===== config.mk =====
export PLATFORM = sky130hd
export DESIGN_NAME = ecp_port
export DESIGN_NICKNAME = d
export VERILOG_FILES = /design/src/ecp_pkg.sv /design/src/ecp_fifo_if.sv /design/src/ecp_fifo.sv /design/src/ecp_port.sv
export SDC_FILE = /design/constraint.sdc
export NUM_CORES = 1
export LEC_CHECK = 0
export ABC_AREA = 1
export BUFFER_PORTS_ARGS = -buffer_cell sky130_fd_sc_hd__buf_4
export CAP_MARGIN = 10
export CORE_AREA = 4 4 196 198
export CTS_CLUSTER_SIZE = 40
export DETAILED_ROUTE_END_ITERATION = 6
export DIE_AREA = 0 0 200 202
export MAX_ROUTING_LAYER = met4
export SYNTH_ARGS = -nofsm -noshare
export SYNTH_HDL_FRONTEND = slang
export SYNTH_SLANG_ARGS = --single-unit

===== constraint.sdc =====
create_clock -name i_clk -period 3.3 [get_ports i_clk]
set_input_delay 0.66 -clock i_clk [delete_from_list [all_inputs] [get_ports i_clk]]
set_output_delay 0.66 -clock i_clk [all_outputs]
set_load 0.02 [all_outputs]

===== src/ecp_pkg.sv =====
`default_nettype none
package ecp_pkg;
   // mode field encodings
   localparam logic [2:0] MODE_STD    = 3'h0;
   localparam logic [2:0] MODE_BIDIR  = 3'h1;
   localparam logic [2:0] MODE_PFIFO  = 3'h2;
   localparam logic [2:0] MODE_ECP    = 3'h3;
   localparam logic [2:0] MODE_TEST   = 3'h6;
   // fifo shape: one command flag above the data byte
   localparam int         FIFO_DEPTH  = 16;
   localparam int         FIFO_WIDTH  = 9;
   localparam int         CMD_BIT     = 8;
   localparam logic [4:0] FIFO_FULL   = 5'h10;
   localparam logic [4:0] THR_CAP     = 5'h0f;
   // dma pacing and request framing
   localparam logic [5:0] DMA_BURST_MAX = 6'h20;
   localparam logic [2:0] LDRQ_BITS     = 3'h5;
   // reset values
   localparam logic [2:0] MODE_RST    = MODE_STD;
   localparam logic       MASK_RST    = 1'b1;
   localparam logic       DIR_RST     = 1'b0;
endpackage : ecp_pkg
`default_nettype wire


===== src/ecp_fifo_if.sv =====
`default_nettype none
interface ecp_fifo_if;
   logic       push;
   logic [8:0] wdata;
   logic       pop;
   logic       flush;
   logic [8:0] rdata;
   logic [4:0] count;
   logic       full;
   logic       empty;
   modport store (input push, wdata, pop, flush,
                  output rdata, count, full, empty);
   modport user  (output push, wdata, pop, flush,
                  input rdata, count, full, empty);
endinterface : ecp_fifo_if
`default_nettype wire


===== src/ecp_fifo.sv =====
`default_nettype none
module ecp_fifo
   import ecp_pkg::*;
#(
   parameter int DEPTH = FIFO_DEPTH
) (
   input  wire logic   i_clk,   // port clock
   input  wire logic   i_srst,  // sync reset, high
   ecp_fifo_if.store   bus      // push/pop side
);
   logic [FIFO_WIDTH-1:0] mem_reg [DEPTH];
   logic [3:0]            wr_reg;
   logic [3:0]            rd_reg;
   logic [4:0]            cnt_reg;
   logic                  do_push;
   logic                  do_pop;

   // overflow and underflow are dropped so no caller ever waits
   assign do_push = bus.push && !bus.full;
   assign do_pop  = bus.pop && !bus.empty;

   // pointers and occupancy; flush empties it
   always_ff @(posedge i_clk) begin
      if (i_srst || bus.flush) begin
         wr_reg  <= 4'h0;
         rd_reg  <= 4'h0;
         cnt_reg <= 5'h00;
      end else begin
         if (do_push) wr_reg <= wr_reg + 4'h1;
         if (do_pop)  rd_reg <= rd_reg + 4'h1;
         if (do_push && !do_pop) cnt_reg <= cnt_reg + 5'h01;
         else if (do_pop && !do_push) cnt_reg <= cnt_reg - 5'h01;
      end
   end

   // storage, no reset needed
   always_ff @(posedge i_clk) begin
      if (do_push) mem_reg[wr_reg] <= bus.wdata;
   end

   assign bus.rdata = mem_reg[rd_reg];
   assign bus.count = cnt_reg;
   assign bus.full  = (cnt_reg == FIFO_FULL);
   assign bus.empty = (cnt_reg == 5'h00);
endmodule : ecp_fifo
`default_nettype wire


===== src/ecp_port.sv =====
// Summary of operation
// leave ecp mode only while running forward; reverse must turn first
// forward: hostack high for data bytes, low for command bytes
// forward command bit 7: 0 run-length count, 1 channel address
// reverse: periphack high data, low command; reverse addresses unsupported
// reverse run-length count n repeats next data byte n+1 times
// software writes count to command port, then byte to data port
// strobe, autofd, init, selectin open-drain in mode 000, else push-pull
// dma transfers byte wide; host access never stalls
// mask bit 1 blocks dma requests and service interrupts
// clearing mask with condition valid interrupts at once
// terminal count while enabled interrupts and sets mask bit
// forward pio interrupt while occupancy at or below threshold
// reverse pio interrupt while occupancy at least 16 minus threshold
// fault interrupt on falling fault or enable dropping during fault
// ack interrupt on rising acknowledge when enabled
// threshold is field plus one; sixteen treated as fifteen
// fifo disabled after reset; used only in fifo or ecp mode; the code also enables it in test mode 110
// dma request held for at most 32 consecutive dma cycles
// reverse dma requests while data; after tc waits for mask clear
// dma request signalled on encoded ldrq line; cycle hits fifo
// software pauses dma: controller off, mask set, dma off
// pio: data and test ports at 400h, command port at 000h
// writing mode 011 or 010 starts automatic transfer
// sixteen-byte fifo with occupancy count for all flow decisions
`default_nettype none
module ecp_port
   import ecp_pkg::*;
#(
   parameter logic [2:0] DMA_CHANNEL = 3'h3
) (
   input  wire logic       i_clk,                // lpc clock
   input  wire logic       i_srst,               // sync reset, high
   input  wire logic [2:0] i_mode,               // requested mode field
   input  wire logic       i_direction,          // 1 = reverse
   input  wire logic       i_mask_wr,            // mask write strobe
   input  wire logic       i_mask_wdata,         // mask write value
   input  wire logic       i_dma_request_enable, // dma enable bit
   input  wire logic [3:0] i_fifo_threshold_field, // threshold minus one
   input  wire logic       i_fault_intr_enable_low, // fault irq enable
   input  wire logic       i_ack_intr_enable,    // ack irq enable
   input  wire logic       i_strobe_sw_n,        // strobe in sw modes
   input  wire logic       i_autofd_sw_n,        // autofd in sw modes
   input  wire logic       i_init_n,             // init value
   input  wire logic       i_select_in_n,        // selectin value
   input  wire logic       i_data_fifo_port_wr,  // write at 400h
   input  wire logic       i_test_fifo_port_wr,  // test write at 400h
   input  wire logic       i_command_fifo_port_wr, // write at 000h
   input  wire logic [7:0] i_wdata,              // host write byte
   input  wire logic       i_fifo_rd,            // read at 400h
   input  wire logic       i_dma_cyc,            // dma cycle strobe
   input  wire logic [7:0] i_dma_wdata,          // dma write byte
   input  wire logic       i_dma_tc,             // terminal count
   input  wire logic [7:0] i_pdata,              // data pins in
   input  wire logic       i_busy,               // periphack/busy pin
   input  wire logic       i_peripheral_ack_low, // ack pin
   input  wire logic       i_peripheral_fault_low, // fault pin
   output logic [7:0]      o_rdata,              // host or dma read byte
   output logic            o_service_intr_mask,  // mask bit state
   output logic            o_service_intr,       // service irq level
   output logic            o_fault_intr,         // fault irq pulse
   output logic            o_ack_intr,           // ack irq pulse
   output logic            o_dma_req,            // dma request level
   output logic            o_ldrq_n,             // encoded request
   output logic [4:0]      o_fifo_count,         // occupancy
   output logic            o_fifo_empty,         // fifo empty
   output logic            o_fifo_full,          // fifo full
   output logic [7:0]      o_pdata,              // data pins out
   output logic            o_pdata_oe,           // data pins enable
   output logic            o_strobe_out,         // strobe pin out
   output logic            o_strobe_oe,          // strobe pin enable
   output logic            o_autofd_out,         // autofd/hostack out
   output logic            o_autofd_oe,          // autofd enable
   output logic            o_init_out,           // init pin out
   output logic            o_init_oe,            // init enable
   output logic            o_select_in_out,      // selectin pin out
   output logic            o_select_in_oe        // selectin enable
);
   typedef enum logic [3:0] {
      F_IDLE = 4'h1, F_SETUP = 4'h2, F_STB = 4'h4, F_REL = 4'h8
   } ecp_fwd_t;
   typedef enum logic [3:0] {
      R_WAIT = 4'h1, R_PUSH = 4'h2, R_END = 4'h4, R_HOLD = 4'h8
   } ecp_rev_t;

   // effective threshold: sixteen collapses onto fifteen
   function automatic logic [4:0] eff_threshold(input logic [3:0] f);
      eff_threshold = (f == 4'hf) ? THR_CAP : {1'b0, f} + 5'h01;
   endfunction : eff_threshold

   // open-drain drives only low; push-pull always drives
   function automatic logic [1:0] pin_drive(input logic v,
                                            input logic od);
      pin_drive = od ? {1'b0, !v} : {v, 1'b1};
   endfunction : pin_drive

   ecp_fifo_if fifo ();
   ecp_fifo #(.DEPTH(FIFO_DEPTH)) u_fifo (
      .i_clk  (i_clk),
      .i_srst (i_srst),
      .bus    (fifo.store)
   );

   logic [2:0]  mode_reg;
   logic        dir_reg;
   logic        mask_reg;
   logic [10:0] sync1_reg;
   logic [10:0] sync2_reg;
   logic        ack_d_reg;
   logic        fault_d_reg;
   logic        fault_en_d_reg;
   ecp_fwd_t    fwd_reg;
   ecp_rev_t    rev_reg;
   logic [7:0]  fwd_data_reg;
   logic        fwd_hack_reg;
   logic        fwd_stb_n_reg;
   logic [7:0]  rev_byte_reg;
   logic        rev_cmd_reg;
   logic        rev_hack_reg;
   logic [6:0]  rle_cnt_reg;
   logic        rle_pend_reg;
   logic [6:0]  rep_reg;
   logic [5:0]  burst_reg;
   logic        ldrq_sent_reg;
   logic [2:0]  ldrq_cnt_reg;
   logic [4:0]  ldrq_sh_reg;
   logic        ldrq_n_reg;
   logic [7:0]  rdata_reg;
   logic        svc_reg;
   logic        fault_irq_reg;
   logic        ack_irq_reg;
   logic [9:0]  pins_reg;
   logic        busy_s, ack_s, fault_s;
   logic [7:0]  pdata_s;
   logic        fifo_on, xfer_on, ecp_on, mode_ok;
   logic        fwd_pop, rev_push, dma_wr, dma_rd, host_wr, host_rd;
   logic        tc_hit, dma_base, dma_want, dma_req;
   logic        svc_cond;
   logic [4:0]  thr;

   // mode and direction; a reverse ecp channel cannot be left
   assign mode_ok = (mode_reg == MODE_STD) || (mode_reg == MODE_BIDIR) ||
                    (i_mode == MODE_STD) || (i_mode == MODE_BIDIR);
   always_ff @(posedge i_clk) begin
      if (i_srst) begin
         mode_reg <= MODE_RST;
         dir_reg  <= DIR_RST;
      end else begin
         if (mode_ok && !(mode_reg == MODE_ECP && dir_reg))
            mode_reg <= i_mode;
         if (mode_reg == MODE_BIDIR) dir_reg <= i_direction;
      end
   end

   assign fifo_on = (mode_reg == MODE_PFIFO) || (mode_reg == MODE_ECP) ||
                    (mode_reg == MODE_TEST);
   assign xfer_on = (mode_reg == MODE_PFIFO) || (mode_reg == MODE_ECP);
   assign ecp_on  = (mode_reg == MODE_ECP);

   // pin synchronisers; first stage feeds only the second
   always_ff @(posedge i_clk) begin
      sync1_reg <= {i_busy, i_peripheral_ack_low,
                    i_peripheral_fault_low, i_pdata};
      sync2_reg <= sync1_reg;
   end
   assign {busy_s, ack_s, fault_s, pdata_s} = sync2_reg;

   // forward engine: fifo head to the peripheral
   assign fwd_pop = (fwd_reg == F_IDLE) && xfer_on && !dir_reg &&
                    !fifo.empty;
   always_ff @(posedge i_clk) begin
      if (i_srst || !xfer_on || dir_reg) begin
         fwd_reg       <= F_IDLE;
         fwd_stb_n_reg <= 1'b1;
         fwd_hack_reg  <= 1'b1;
         fwd_data_reg  <= 8'h00;
      end else begin
         case (fwd_reg)
            F_IDLE: if (fwd_pop) begin
               fwd_data_reg <= fifo.rdata[7:0];
               // command bytes go out with hostack low
               fwd_hack_reg <= !(ecp_on && fifo.rdata[CMD_BIT]);
               fwd_reg      <= F_SETUP;
            end
            F_SETUP: begin
               fwd_stb_n_reg <= 1'b0;
               fwd_reg       <= F_STB;
            end
            F_STB: if (busy_s) begin
               fwd_stb_n_reg <= 1'b1;
               fwd_reg       <= F_REL;
            end
            F_REL: if (!busy_s) fwd_reg <= F_IDLE;
            default: fwd_reg <= F_IDLE;
         endcase
      end
   end

   // reverse engine with run-length expansion
   assign rev_push = (rev_reg == R_PUSH) && !rev_cmd_reg && !fifo.full;
   always_ff @(posedge i_clk) begin
      // leaving ecp drops hostack whatever the handshake state
      if (i_srst || !ecp_on || !dir_reg) begin
         rev_reg      <= R_WAIT;
         rev_hack_reg <= 1'b0;
         rev_byte_reg <= 8'h00;
         rev_cmd_reg  <= 1'b0;
         rle_cnt_reg  <= 7'h00;
         rle_pend_reg <= 1'b0;
         rep_reg      <= 7'h00;
      end else begin
         case (rev_reg)
            R_WAIT: if (!ack_s) begin
               rev_byte_reg <= pdata_s;
               rev_cmd_reg  <= !busy_s;
               rep_reg      <= rle_pend_reg ? rle_cnt_reg : 7'h00;
               rev_reg      <= R_PUSH;
            end
            R_PUSH: begin
               if (rev_cmd_reg) begin
                  // channel addresses are ignored
                  if (!rev_byte_reg[7]) begin
                     rle_cnt_reg  <= rev_byte_reg[6:0];
                     rle_pend_reg <= 1'b1;
                  end
                  rev_reg <= R_HOLD;
               end else if (!fifo.full) begin
                  if (rep_reg == 7'h00) begin
                     rle_pend_reg <= 1'b0;
                     rev_reg      <= R_HOLD;
                  end else begin
                     rep_reg <= rep_reg - 7'h01;
                  end
               end
            end
            R_HOLD: begin
               rev_hack_reg <= 1'b1;
               rev_reg      <= R_END;
            end
            R_END: if (ack_s) begin
               rev_hack_reg <= 1'b0;
               rev_reg      <= R_WAIT;
            end
            default: rev_reg <= R_WAIT;
         endcase
      end
   end

   // host and dma access; drops rather than waits
   assign dma_wr  = i_dma_cyc && !dir_reg && fifo_on;
   assign dma_rd  = i_dma_cyc && dir_reg && fifo_on;
   assign host_wr = ((i_data_fifo_port_wr && !dir_reg && xfer_on) ||
                     (i_test_fifo_port_wr && mode_reg == MODE_TEST) ||
                     (i_command_fifo_port_wr && ecp_on && !dir_reg));
   assign host_rd = i_fifo_rd && fifo_on && (dir_reg ||
                    mode_reg == MODE_TEST);
   always_comb begin
      fifo.push  = 1'b0;
      fifo.wdata = 9'h000;
      if (rev_push) begin
         fifo.push  = 1'b1;
         fifo.wdata = {1'b0, rev_byte_reg};
      end else if (dma_wr) begin
         fifo.push  = 1'b1;
         fifo.wdata = {1'b0, i_dma_wdata};
      end else if (host_wr) begin
         fifo.push  = 1'b1;
         fifo.wdata = {i_command_fifo_port_wr, i_wdata};
      end
   end
   assign fifo.pop   = fwd_pop || dma_rd || host_rd;
   assign fifo.flush = !fifo_on;

   // read byte; an empty fifo answers zero at once
   always_ff @(posedge i_clk) begin
      if (i_srst) rdata_reg <= 8'h00;
      else if (dma_rd || host_rd)
         rdata_reg <= fifo.empty ? 8'h00 : fifo.rdata[7:0];
   end

   // service mask; hardware set wins over a software write
   assign tc_hit = i_dma_tc && !mask_reg && i_dma_request_enable;
   always_ff @(posedge i_clk) begin
      if (i_srst) mask_reg <= MASK_RST;
      else if (tc_hit) mask_reg <= 1'b1;
      else if (i_mask_wr) mask_reg <= i_mask_wdata;
   end

   // dma pacing; masked after tc until software clears it
   assign dma_base = i_dma_request_enable && !mask_reg && fifo_on;
   assign dma_want = dir_reg ? !fifo.empty : !fifo.full;
   assign dma_req  = dma_base && dma_want && (burst_reg != DMA_BURST_MAX);
   always_ff @(posedge i_clk) begin
      // one idle cycle after 32 grants lets refresh in
      if (i_srst || !(dma_base && dma_want) ||
          burst_reg == DMA_BURST_MAX)
         burst_reg <= 6'h00;
      else if (i_dma_cyc)
         burst_reg <= burst_reg + 6'h01;
   end

   // ldrq frame: start, channel msb first, active bit
   always_ff @(posedge i_clk) begin
      if (i_srst) begin
         ldrq_sent_reg <= 1'b0;
         ldrq_cnt_reg  <= 3'h0;
         ldrq_sh_reg   <= 5'h1f;
         ldrq_n_reg    <= 1'b1;
      end else if (ldrq_cnt_reg != 3'h0) begin
         ldrq_n_reg   <= ldrq_sh_reg[4];
         ldrq_sh_reg  <= {ldrq_sh_reg[3:0], 1'b1};
         ldrq_cnt_reg <= ldrq_cnt_reg - 3'h1;
      end else begin
         ldrq_n_reg <= 1'b1;
         if (dma_req != ldrq_sent_reg) begin
            ldrq_sh_reg   <= {1'b0, DMA_CHANNEL, dma_req};
            ldrq_cnt_reg  <= LDRQ_BITS;
            ldrq_sent_reg <= dma_req;
         end
      end
   end

   // service level: mask release re-raises a standing condition
   assign thr = eff_threshold(i_fifo_threshold_field);
   assign svc_cond = !mask_reg && !i_dma_request_enable && xfer_on &&
                     (dir_reg ? (fifo.count >= FIFO_FULL - thr)
                              : (fifo.count <= thr));
   always_ff @(posedge i_clk) begin
      if (i_srst) svc_reg <= 1'b0;
      else svc_reg <= svc_cond || tc_hit;
   end

   // fault and ack edge interrupts
   always_ff @(posedge i_clk) begin
      if (i_srst) begin
         ack_d_reg      <= 1'b1;
         fault_d_reg    <= 1'b1;
         fault_en_d_reg <= 1'b1;
         fault_irq_reg  <= 1'b0;
         ack_irq_reg    <= 1'b0;
      end else begin
         ack_d_reg      <= ack_s;
         fault_d_reg    <= fault_s;
         fault_en_d_reg <= i_fault_intr_enable_low;
         fault_irq_reg  <= !i_fault_intr_enable_low && !fault_s &&
                           (fault_d_reg || fault_en_d_reg);
         ack_irq_reg    <= i_ack_intr_enable && ack_s && !ack_d_reg;
      end
   end

   // pin stage; engines own strobe and hostack in transfer modes
   always_ff @(posedge i_clk) begin
      if (i_srst) begin
         pins_reg <= 10'h000;
      end else begin
         pins_reg[9:8] <= pin_drive(xfer_on ? fwd_stb_n_reg : i_strobe_sw_n,
                                    mode_reg == MODE_STD);
         pins_reg[7:6] <= pin_drive(!xfer_on ? i_autofd_sw_n :
                                    (dir_reg ? rev_hack_reg : fwd_hack_reg),
                                    mode_reg == MODE_STD);
         pins_reg[5:4] <= pin_drive(i_init_n, mode_reg == MODE_STD);
         pins_reg[3:2] <= pin_drive(i_select_in_n, mode_reg == MODE_STD);
         pins_reg[1]   <= !dir_reg;
         pins_reg[0]   <= 1'b0;
      end
   end

   assign {o_strobe_out, o_strobe_oe}       = pins_reg[9:8];
   assign {o_autofd_out, o_autofd_oe}       = pins_reg[7:6];
   assign {o_init_out, o_init_oe}           = pins_reg[5:4];
   assign {o_select_in_out, o_select_in_oe} = pins_reg[3:2];
   assign o_pdata_oe          = pins_reg[1];
   assign o_pdata             = fwd_data_reg;
   assign o_rdata             = rdata_reg;
   assign o_service_intr_mask = mask_reg;
   assign o_service_intr      = svc_reg;
   assign o_fault_intr        = fault_irq_reg;
   assign o_ack_intr          = ack_irq_reg;
   assign o_dma_req           = dma_req;
   assign o_ldrq_n            = ldrq_n_reg;
   assign o_fifo_count        = fifo.count;
   assign o_fifo_empty        = fifo.empty;
   assign o_fifo_full         = fifo.full;
endmodule : ecp_port
`default_nettype wire


==> flow_summary.toml <==
[floorplan]
core_mm2 = 0.0365
io_pins = 90
fp.dieArea_mm2 = 0.0404
dieHeight_um = 202
rows = 70
die_w_um = 200
floorplan.initialDensity_pct = 30.8

[placed_design]
gp_congestion = 0.834
hpwl_um = 19500
dpl_worst_slack_ps = 303
dpl_cell_area_mm2 = 0.0126
io_buffers = 89
dp_cells = 1704

[final_layout]
antenna_cells = 0
largest_reg_flops = 144
area_delta_synth_final_pct = 20.6
nFillCells = 3535
nets = 1344
drive_gt1_share_pct = 16.3
final_common_cell = "nor2_1"
fin_cells = 1759
final_cell_area_mm2 = 0.0136
layout_common_cells = "225 x nor2_1, 144 x edfxtp_1, 125 x dfxtp_1, 124 x buf_4, 115 x nand2_1"

[setup_path]
reg2reg_slack_ps = 410
cp-end-kind = "flip-flop"
cp.required_ps = 3740
cp-startpoint = "mode_reg[1]$_SDFFE_PP0P_"
arrival_ps = 3330
crit_type = "flip-flop to flip-flop"
start_kind = "flip-flop"
cp_num_buf_inv = 4
r2r_cells = 18
timing.rr.start = "mode_reg[1]$_SDFFE_PP0P_"
crit_family = "compound AO/OA/AOI/OAI gates"
cp_slowest_cell = "dfxtp_1"
r2r_end = "u_fifo.bus.count[4]$_SDFFE_PP0P_"
critPathMaxFanout = 10
slowest_delay_ps = 480
cp_cell_sequence = "inv_2 > a21oi_2 > nand3_2 > clkinv_4 > nor2_8 > nand2_4 > nand2_4 > inv_6 > ha_1 > inv_1 > ha_1 > a21oi_1 > o21a_1 > nor2_1 > nor2_1 > nand2_1 > o21ai_0 > a21oi_1"

[sta]
clock_skew_ps = 15.3
layout_min_cycle_time_ps = 2890
finalSetupViolCount = 0
hold_viol_final = 0
fin_ws_ps = 406
fin_tns_setup_ps = 0
slew_viol_final = 0
slew_headroom_pct = 47.0
fin_crit_sh_pct = 87.7
worstMarginPinSlew_ps = 795
max_freq_mhz = 346
grt_setup_unrepaired = "false"

[min_path]
holdCritPathClass = "primary input to flip-flop"
holdPathStages = 1
min_from = "i_pdata[2]"
holdPathEnd = "sync1_reg[2]$_DFF_P_"

[synth]
yosysUniqueCellTypes = 48
syn_nets = 1229
syn_area_mm2 = 0.0112
synth_area_leaders = "edfxtp_1 38%, dfxtp_1 22%, nor2_1 7.5%"
yosysSeqAreaShare_pct = 60.9
synth_top_area_share_pct = 38.4
ys_warn_count = 0
synth_seq_cells = 270
synth_cells = 1153
yosysTopAreaCell = "edfxtp_1"
syn_avg_cell_area_um2 = 9.76

[clock_tree]
insertion_delay_ps = 550
cts_setup_buffers = 0
h-tree-depth = 1
cts_tree = "built"
cts_buffer_depth = 3
cts-resized-gates = 0
ctsHoldBuffers = 0
cts_buffers = 30
cts_sinks = 270
cts_root_buf = "clkbuf_16"
path_clk_slew_ps = 60

[detailed_routing]
wl_per_cell_um = 16.2
drt_iter0_markers = 570
drc = 0
first_pass_iters = 5
vias_per_cell = 4.75
drt-total-wl_um = 28500
postRouteAntennaNets = 0
via_count = 8363

[global_route]
antenna_found_initial = 0
grt_remaining_overflow = 0
grt_usage_pct = 14.2
grt_first_pass_wirelength_um = 44800
grt_max_degree = 73
grt_pass1_vias = 8201

[job]
max_cap_violations = 0

[power]
switching_power_mw = 1.86
ir_drop_mv = 0.401
p_comb_share_pct = 10.2
p_leak_nw = 5.32
power_mw = 7.80
p_clk_share_pct = 42.2
p_int_mw = 5.95
power_frac_seq_pct = 47.6
p_per_area_mw_per_mm2 = 575
switching_share_pct = 23.8

[outcome]
status = "complete, no violations"
-- kinds of logic (layout without fill, tap and decap cells) --
kind of cell,count (synthesis),after routing,synth area share (%)
compound gates,227,227,11.1
xor+xnor,15,15,1.17
buf+inv,145,283,5.43
fa+ha+maj,24,24,2.74
simple gates,469,469,18.4
flops,270,270,60.9
mux,3,3,0.267
-- cell type report --
| type | instances | area (um2) | area share (%) |
|---|---|---|---|
| Clock buffer | 45 | 848 | 6.25 |
| Clock inverter | 10 | 136 | 1.01 |
| Inverter | 103 | 400 | 2.95 |
| Multi-Input combinational cell | 738 | 3800 | 28.0 |
| Sequential cell | 270 | 6850 | 50.5 |
| Tap cell | 468 | 586 | 4.32 |
| Timing Repair Buffer | 125 | 951 | 7.01 |
-- through the flow --
stage	hold WS (ps)	util, %
CTS	194	37.1
floorplan	310	-
detailed placement	312	34.5
global placement	310	34.5
finish	217	37.1
global route	197	37.1
-- per-layer routing --
metal | routed length, um | track usage (%) | up-vias
met5 | 0 | - | -
met1 | 12700 | 18.3 | 3944
met4 | 635 | 3.61 | 0
met3 | 1710 | 2.67 | 56
li1 | - | - | 4146
met2 | 13500 | 23.1 | 217
-- worst reg2reg max path, cell delays in order (launching register included) --
cell and delay [ps]:
dfxtp_1 480, inv_2 70, a21oi_2 220, nand3_2 130, clkinv_4 140, nor2_8 80, nand2_4 100, nand2_4 80
inv_6 110, ha_1 260, inv_1 110, ha_1 330, a21oi_1 140, o21a_1 160, nor2_1 40, nor2_1 90
nand2_1 70, o21ai_0 140, a21oi_1 50
-- worst max path at each step --
stage,end,slack [ps],cells past startpoint
2_1_floorplan,u_fifo.bus.count[4]$_SDFFE_PP0P_,550,16
3_3_place_gp,u_fifo.bus.count[4]$_SDFFE_PP0P_,360,17
3_5_place_dp,u_fifo.bus.count[4]$_SDFFE_PP0P_,300,17
4_1_cts,u_fifo.bus.count[4]$_SDFFE_PP0P_,420,18
5_1_grt,u_fifo.bus.count[4]$_SDFFE_PP0P_,180,18
6_report,u_fifo.bus.count[4]$_SDFFE_PP0P_,410,18
-- Yosys cell counts (all sizes together) --
master    n
o21ai   123
nor4      1
nor2    232
fa        1
nand2   126
o21a      2
mux2i     3
nand3b    1
buf      20
o211ai   32
and3      1
clkinv    4
xor2      9
or2       3
edfxtp  144
xnor2     6
a211oi    3
nor3b     1
nand3    86
nand4    10
a21oi    60
o22ai     4
nor3      8
clkbuf   22
ha       23
o21bai    2
inv      99
a31oi     1
dfxtp   126
-- power by group through the flow --
| stage | logic, mW | clock network, mW | registers, mW |
|---|---|---|---|
| final | 0.796 | 3.30 | 3.71 |
| after global routing | 0.897 | 3.51 | 3.72 |
| after CTS | 0.806 | 3.36 | 3.71 |
| after detailed placement | 0.803 | 0 | 3.78 |
| after global placement | 0.786 | 0 | 3.78 |
| after floorplan | 0.492 | 0 | 3.80 |
(Power assumes the default switching activity.)
